$ cat src/dps_pkg.sv
package dps_pkg;
	// ----------------------------------------
	// Limits and timing
	// ----------------------------------------
	localparam logic [8:0] PCT_RATED  = 9'h064;
	localparam logic [8:0] PCT_DOUBLE = 9'h0C8;
	localparam logic [8:0] STALL_MIN  = 9'h014;
	localparam logic [8:0] STALL_MAX  = 9'h0FA;
	localparam logic [8:0] TQ_MAX     = 9'h0C8;
	localparam logic [9:0] TQ_T_MIN   = 10'h001;
	localparam logic [9:0] TQ_T_MAX   = 10'h258;
	localparam logic [9:0] TH_T_MIN   = 10'h01E;
	localparam logic [9:0] TH_T_MAX   = 10'h258;
	localparam logic [3:0] TENTHS_S   = 4'hA;
	localparam int TENTH_NS  = 100000000;
	localparam int CLK_NS    = 100;
	localparam int TENTH_CYC = TENTH_NS / CLK_NS;
	// ----------------------------------------
	// Modes and fault codes
	// ----------------------------------------
	typedef enum logic [2:0] {TQ_OFF = 3'h0, TQ_STDY_RUN = 3'h1, TQ_STDY_HALT = 3'h2,
		TQ_ANY_RUN = 3'h3, TQ_ANY_HALT = 3'h4} tq_mode_t;
	typedef enum logic [1:0] {TH_STD = 2'h0, TH_SPECIAL = 2'h1, TH_OFF = 2'h2} th_mode_t;
	localparam logic [7:0] FC_NONE   = 8'h00;
	localparam logic [4:0] FC_THERM  = 5'h05;
	localparam logic [4:0] FC_DBL_AC = 5'h0A;
	localparam logic [4:0] FC_DBL_DE = 5'h0B;
	localparam logic [4:0] FC_DBL_ST = 5'h0C;
	// Bits 0..8 carry codes 1..9, bits 9..12 carry codes 13..16; codes 10..12 come from inside
	typedef struct packed {
		logic processor_write_fault;
		logic processor_read_fault;
		logic low_voltage_fault;
		logic ground_fault;
		logic hardware_protection_fault;
		logic processor_failure_fault;
		logic transistor_fault;
		logic external_fault;
		logic motor_thermal_overload_fault;
		logic drive_overload_fault;
		logic overheat_fault;
		logic over_voltage_fault;
		logic over_current_fault;
	} fault_src_t;
	typedef logic [3:0][7:0] hist_t;
	typedef enum logic [0:0] {ST_RUN, ST_FAULT} sup_state_t;
	typedef struct packed {
		sup_state_t  state;
		logic [15:0] freq;
		logic        recover;
		logic        stall;
		logic [23:0] pre;
		logic [9:0]  tq_cnt;
		logic        tq_over;
		logic        ot;
		logic        tq_halt;
		logic [13:0] th_acc;
		hist_t       hist;
	} sup_t;
endpackage : dps_pkg

$ cat src/drive_protection_supervisor.sv
module drive_protection_supervisor #(
	parameter int TENTH_CYCLES = dps_pkg::TENTH_CYC
) (
	// Clock and reset
	input  wire logic               mclk_in,
	input  wire logic               rst_in,
	// Measurement and ramp
	input  wire logic               tick_in,
	input  wire logic [8:0]         current_in,
	input  wire logic [15:0]        cmd_freq_in,
	input  wire logic [15:0]        accel_step_in,
	input  wire logic [15:0]        decel_step_in,
	input  wire logic               bus_high_in,
	input  wire logic               low_speed_in,
	// User limits
	input  wire logic [8:0]         accel_stall_limit_in,
	input  wire logic [8:0]         run_stall_limit_in,
	input  wire logic [8:0]         torque_trip_level_in,
	input  wire logic [9:0]         torque_trip_time_in,
	input  wire dps_pkg::tq_mode_t  torque_mode_in,
	input  wire dps_pkg::th_mode_t  thermal_mode_in,
	input  wire logic [9:0]         thermal_time_in,
	// Fault sources and operator reset
	input  wire dps_pkg::fault_src_t faults_in,
	input  wire logic               fault_reset_in,
	// Outputs
	output logic [15:0]             freq_out,
	output logic                    stall_out,
	output logic                    over_torque_detect_out,
	output logic                    halt_out,
	output logic                    fault_out,
	output dps_pkg::hist_t          fault_hist_out
);
	// ----------------------------------------
	// Helpers
	// ----------------------------------------
	function automatic logic [9:0] clamp(input logic [9:0] v, input logic [9:0] lo, input logic [9:0] hi);
		clamp = (v < lo) ? lo : ((v > hi) ? hi : v);
	endfunction : clamp

	function automatic logic [15:0] sat_sub(input logic [15:0] a, input logic [15:0] b,
		input logic [15:0] floor);
		sat_sub = ({1'b0, a} > {1'b0, floor} + {1'b0, b} && a >= b) ? a - b : floor;
	endfunction : sat_sub

	dps_pkg::sup_t st;
	dps_pkg::sup_t next_st;

	// ----------------------------------------
	// Clamped settings
	// ----------------------------------------
	logic [8:0]  acc_lim;
	logic [8:0]  run_lim;
	logic [8:0]  tq_lvl;
	logic [9:0]  tq_time;
	logic [13:0] th_thr;
	logic        accel_ph;
	logic        decel_ph;
	logic        dbl;
	logic [16:0] up_sum;
	logic        tenth;
	logic [16:1] act;
	logic        any_fault;
	logic [4:0]  code;
	logic        steady_only;

	// Currents in percent of rated current; tq_time and th_thr in tenths of a second
	assign acc_lim  = 9'(clamp({1'b0, accel_stall_limit_in}, {1'b0, dps_pkg::STALL_MIN},
		{1'b0, dps_pkg::STALL_MAX}));
	assign run_lim  = 9'(clamp({1'b0, run_stall_limit_in}, {1'b0, dps_pkg::STALL_MIN},
		{1'b0, dps_pkg::STALL_MAX}));
	assign tq_lvl   = (torque_trip_level_in > dps_pkg::TQ_MAX) ? dps_pkg::TQ_MAX : torque_trip_level_in;
	assign tq_time  = clamp(torque_trip_time_in, dps_pkg::TQ_T_MIN, dps_pkg::TQ_T_MAX);
	assign th_thr   = 14'(clamp(thermal_time_in, dps_pkg::TH_T_MIN, dps_pkg::TH_T_MAX))
		* 14'(dps_pkg::TENTHS_S);
	assign accel_ph = st.freq < cmd_freq_in;
	assign decel_ph = st.freq > cmd_freq_in;
	assign dbl      = tick_in && (current_in > dps_pkg::PCT_DOUBLE) && st.freq != 16'h0000;
	assign up_sum   = {1'b0, st.freq} + {1'b0, accel_step_in};
	assign tenth    = st.pre == 24'(TENTH_CYCLES - 1);
	assign steady_only = torque_mode_in == dps_pkg::TQ_STDY_RUN || torque_mode_in == dps_pkg::TQ_STDY_HALT;

	// ----------------------------------------
	// Fault coding
	// ----------------------------------------
	always_comb begin
		act = {faults_in[12:9], 3'h0, faults_in[8:0]};
		act[dps_pkg::FC_THERM] = faults_in.motor_thermal_overload_fault
			|| (thermal_mode_in != dps_pkg::TH_OFF && st.th_acc >= th_thr);
		act[dps_pkg::FC_DBL_AC] = dbl && accel_ph;
		act[dps_pkg::FC_DBL_DE] = dbl && decel_ph;
		act[dps_pkg::FC_DBL_ST] = dbl && !accel_ph && !decel_ph;
		any_fault = |act;
		code = 5'h00;
		for (int i = 16; i >= 1; i--) begin
			if (act[i]) begin
				code = 5'(i);
			end
		end
	end

	// ----------------------------------------
	// Next state
	// ----------------------------------------
	always_comb begin
		next_st = st;
		next_st.pre = tenth ? 24'h000000 : st.pre + 24'h000001;
		// Frequency path moves only on a tick, except the forced zero in fault or torque halt
		if (st.state == dps_pkg::ST_FAULT || st.tq_halt) begin
			next_st.freq = 16'h0000;
			next_st.recover = 1'b0;
			next_st.stall = 1'b0;
		end else if (tick_in) begin
			next_st.stall = 1'b0;
			if (!accel_ph && !decel_ph) begin
				next_st.recover = 1'b0;
				if (current_in > run_lim) begin
					next_st.freq = sat_sub(st.freq, accel_step_in, 16'h0000);
					next_st.recover = 1'b1;
					next_st.stall = 1'b1;
				end
			end else if (accel_ph) begin
				if (st.recover && current_in > run_lim) begin
					next_st.freq = sat_sub(st.freq, accel_step_in, 16'h0000);
					next_st.stall = 1'b1;
				end else if (!st.recover && current_in > acc_lim) begin
					next_st.stall = 1'b1;
				end else begin
					// Recovery and normal accel share the ramp
					next_st.freq = (up_sum > {1'b0, cmd_freq_in}) ? cmd_freq_in : up_sum[15:0];
				end
			end else begin
				next_st.recover = 1'b0;
				// Regeneration holds frequency, stretching decel
				if (bus_high_in) begin
					next_st.stall = 1'b1;
				end else begin
					next_st.freq = sat_sub(st.freq, decel_step_in, cmd_freq_in);
				end
			end
		end

		// Over-torque qualifier counts in tenths of a second
		if (st.tq_over && tenth && st.tq_cnt != dps_pkg::TQ_T_MAX) begin
			next_st.tq_cnt = st.tq_cnt + 10'h001;
		end
		// Restart or disable wins over a coinciding count step
		if (torque_mode_in == dps_pkg::TQ_OFF) begin
			next_st.tq_over = 1'b0;
			next_st.tq_cnt = 10'h000;
		end else if (tick_in) begin
			next_st.tq_over = current_in > tq_lvl && !(steady_only && (accel_ph || decel_ph));
			if (!next_st.tq_over) begin
				next_st.tq_cnt = 10'h000;
			end
		end
		next_st.ot = torque_mode_in != dps_pkg::TQ_OFF && st.tq_cnt >= tq_time;
		if (st.ot && (torque_mode_in == dps_pkg::TQ_STDY_HALT || torque_mode_in == dps_pkg::TQ_ANY_HALT)) begin
			next_st.tq_halt = 1'b1;
		end else if (fault_reset_in && !st.tq_over) begin
			next_st.tq_halt = 1'b0;
		end

		// Thermal accumulation; standard motor heats faster at low speed
		if (thermal_mode_in == dps_pkg::TH_OFF) begin
			next_st.th_acc = 14'h0000;
		end else if (tenth) begin
			if (current_in > dps_pkg::PCT_RATED) begin
				if (st.th_acc < th_thr) begin
					next_st.th_acc = st.th_acc + ((thermal_mode_in == dps_pkg::TH_STD && low_speed_in)
						? 14'h0002 : 14'h0001);
				end
			end else if (st.th_acc != 14'h0000) begin
				next_st.th_acc = st.th_acc - 14'h0001;
			end
		end

		// First fault is logged; later ones are not logged, and any still active blocks the reset
		unique case (st.state)
			dps_pkg::ST_RUN: begin
				if (any_fault) begin
					next_st.hist = {st.hist[2:0], {3'h0, code}};
					next_st.state = dps_pkg::ST_FAULT;
				end
			end
			dps_pkg::ST_FAULT: begin
				if (fault_reset_in && !any_fault) begin
					next_st.state = dps_pkg::ST_RUN;
					next_st.th_acc = 14'h0000;
				end
			end
		endcase
	end

	always_ff @(posedge mclk_in) begin
		if (rst_in) begin
			st <= '0;
			st.state <= dps_pkg::ST_RUN;
			st.hist <= {4{dps_pkg::FC_NONE}};
		end else begin
			st <= next_st;
		end
	end

	// ----------------------------------------
	// Outputs
	// ----------------------------------------
	assign freq_out               = st.freq;
	assign stall_out              = st.stall;
	assign over_torque_detect_out = st.ot;
	assign halt_out               = st.tq_halt || st.state == dps_pkg::ST_FAULT;
	assign fault_out              = st.state == dps_pkg::ST_FAULT;
	assign fault_hist_out         = st.hist;

	logic ok;
	assign ok = !halt_out && !any_fault;
endmodule : drive_protection_supervisor

$ cat config.mk
export PLATFORM = sky130hd
export DESIGN_NAME = drive_protection_supervisor
export DESIGN_NICKNAME = d
export VERILOG_FILES = /design/src/dps_pkg.sv /design/src/drive_protection_supervisor.sv
export SDC_FILE = /design/constraint.sdc
export NUM_CORES = 1
export LEC_CHECK = 0
export ABC_AREA = 1
export BUFFER_PORTS_ARGS = -buffer_cell sky130_fd_sc_hd__clkbuf_2
export CAP_MARGIN = 0
export CORE_MARGIN = 1.5
export CORE_UTILIZATION = 49
export DETAILED_ROUTE_END_ITERATION = 12
export GPL_TIMING_DRIVEN = 0
export PLACE_DENSITY = 0.76
export SLEW_MARGIN = 30
export SYNTH_ARGS = -nofsm -noshare
export SYNTH_HDL_FRONTEND = slang
export SYNTH_SLANG_ARGS = --single-unit
$ cat constraint.sdc
create_clock -name mclk_in -period 5.7 [get_ports mclk_in]
set_input_delay 0.57 -clock mclk_in [delete_from_list [all_inputs] [get_ports mclk_in]]
set_output_delay 0.57 -clock mclk_in [all_outputs]
set_load 0.1 [all_outputs]
==> impl_metrics.tcl <==
set metrics [dict create \
    clock_latency_ns 0.36 \
    syn_area_um2 12200 \
    grt_usage 0.269 \
    ys_ff_latch 90 \
    hpwlAfterDp_mm 29.5 \
    drive_gt1_frac 0.132 \
    die_w_um 161 \
    io_pins 180 \
    synthCells 1955 \
    netSwitchingFraction 0.450 \
    switchingPower_mw 1.10 \
    hold_viol 0 \
    fmax_mhz 195 \
    wl_met2_mm 15.2 \
    hold_ws_ns 0.450 \
    grt_pass1_vias 12300 \
    p_int_mw 1.34 \
    hold_buffers 0 \
    crit_type "in -> reg" \
    overflow 0 \
    wirelength_mm 34.9 \
    status "completed" \
    power_frac_seq 0.279 \
    crit_path_top_delay_cell "fa_1" \
    grt_max_degree 20 \
    cts_buffers 9 \
    regToRegSetupSlack_ns 1.15 \
    wl_met1_mm 16.1 \
    cp_data_arrival_time_ns 5.38 \
    clockBufferDepth 2 \
    fillers 2467 \
    ys_warn_count 0 \
    drtAntennaViolNets 0 \
    post-route-period-util 0.900 \
    power_frac_comb 0.468 \
    insertedDiodeCount 0 \
    layout_setup_ws_ns 0.571 \
    power_density_nw_per_um2 177 \
    seq_area_frac_synth 0.147 \
    drtIter0Drc 964 \
    start_util 0.502 \
    critPathMaxStageDelay_ns 0.40 \
    synthTopCellsByArea "ha_1 18%, dfxtp_1 15%, nand2_1 12%" \
    vias 13200 \
    cts_tree "yes" \
    rsz0062_at_grt "false" \
    multi_input_area_um2 8860 \
    grt_antenna_before_repair 0 \
    dr_wl_met3_mm 2.85 \
    final_nets 2459 \
    layout_min_cycle_time_ns 5.13 \
    peakVddDrop_mv 0.146 \
    vias_per_cell 5.35 \
    grt_pass1_wl_mm 57.8 \
    synth.top_cell.area_share 0.182 \
    path_max_fanout 10 \
    startpoint_type "primary input" \
    cts.sinks 90 \
    routedWlPerCell_um 14.1 \
    setup_viol 0 \
    skew_ns 0.0156 \
    regArea_um2 1800 \
    slew_viol_final 0 \
    worst_slew_pin_slew_ns 0.916 \
    highest_layer "met4" \
    area_growth_pct 13.1 \
    drc 0 \
    async_reset_ff_frac 0 \
    coreArea_um2 24400 \
    rows 57 \
    endpoint_kind "register" \
    pre_cts_slack_ns 0.166 \
    yosys.area.top_type "ha_1" \
    drt_pass1_iterations 6 \
    htree_levels 3 \
    floorplan.die_area_um2 25900 \
    die_h_um 161 \
    p_leak_nw 7.42 \
    place_congestion 0.975 \
    fin_tns_setup_ns 0 \
    synth_flop_cell "dfxtp_1" \
    cts.repair.resized 0 \
    path_clk_slew_ns 0.08 \
    cts-root-buf "clkbuf_16" \
    synth_cell_types 51 \
    hold_class "reg -> reg" \
    port_buffers 167 \
    totalPowerFinal_mw 2.44 \
    required_ns 5.95 \
    cts_setup_buffers 0 \
    relSlewSlack 0.385 \
    clkPwrFrac 0.253 \
    cap_violations 0 \
    synth_edf_count 0 \
    synth.avg_cell_area_um2 6.26 \
]
## power by group through the flow
stage	clock network, mW	registers, mW	logic, mW
detailed placement	0	0.694	1.12
CTS	0.624	0.680	1.13
floorplan	0	0.685	0.854
global route	0.647	0.684	1.28
finish	0.619	0.681	1.14
global placement	0	0.694	1.10
## path summary, 6_finish.rpt
kind                 startpoint                 end  cells after the start
max reg2reg         freq_out[2]         freq_out[2]                     28
min reg2reg              st[59]              st[59]                      1
min                      st[59]              st[59]                      1
max          thermal_time_in[2]  fault_hist_out[10]                     31
## registers in the layout, summed over array words and instances, names as in the netlist
name and cells:
st 51, fault_hist_out 20, freq_out 16, fault_out 1
over_torque_detect_out 1, stall_out 1
## layer usage
| metal | up-vias | track usage |
|---|---|---|
| met5 | - | 0 |
| met4 | 0 | 0.0791 |
| met3 | 55 | 0.0388 |
| met2 | 470 | 0.442 |
| met1 | 5949 | 0.366 |
| li1 | 6767 | - |
## through the flow
step	cell area, um2	std cells	util
floorplan	12300	1969	-
global placement	13500	2460	0.555
detailed placement	13500	2460	0.555
CTS	13800	2476	0.567
global route	13800	2476	0.567
finish	13800	2476	0.567
## critical path, delay by kind of cell
family,cells,cell delay [ns]
buf+inv,5,0.58
xor+xnor,1,0.11
simple gates,15,1.85
fa+ha+maj,3,0.88
compound gates,7,1.40
## cell usage after synthesis, drive strengths merged (2+ instances only)
library cell / count
nand3b: 14
clkinv: 2
o21a: 6
nor3: 42
xnor2: 19
nor3b: 7
conb: 2
inv: 294
clkbuf: 19
buf: 63
nor2: 216
o2111ai: 2
a211oi: 8
or2: 6
o21ai: 131
nand2: 416
a21o: 6
a31oi: 11
dfxtp: 90
o21bai: 7
o211ai: 18
o31ai: 2
nand4: 35
xor2: 64
and3: 3
ha: 178
a21oi: 157
fa: 6
a21boi: 4
nand3: 97
nor4: 24
## cell type report
class,count,share of cell area
well taps,324,0.0293
multi-input cells,1501,0.640
clock inverters,7,0.00588
flip-flops and latches,90,0.130
inverters,296,0.0803
clock buffers,9,0.0163
plain buffers,82,0.0374
repair buffers,167,0.0604
## cell usage in the layout, fill, tap and decap left out, types with 6 or more instances in the layout
master     count
nand2_1      407
inv_1        284
nor2_1       212
ha_1         178
clkbuf_2     167
a21oi_1      157
o21ai_0      108
nand3_1       92
dfxtp_1       90
xor2_1        64
buf_4         50
nor3_1        40
nand4_1       35
nor4_1        21
o21ai_1       21
xnor2_1       19
clkbuf_1      19
o211ai_1      18
conb_1        16
nand3b_1      14
buf_2         12
a31oi_1       11
inv_2         10
clkbuf_16      9
a211oi_1       8
nand2_2        7
o21bai_1       7
nor3b_1        7
o21a_1         6
a21o_1         6
fa_1           6
## cells by family after synthesis
group	share of synthesized area
buffers and inverters	0.133
XOR/XNOR	0.0594
other	0.000614
adder cells (fa/ha/maj)	0.192
flip-flops	0.147
AO/OA/AOI/OAI	0.159
AND/OR/NAND/NOR	0.309
(Power assumes the default switching activity.)
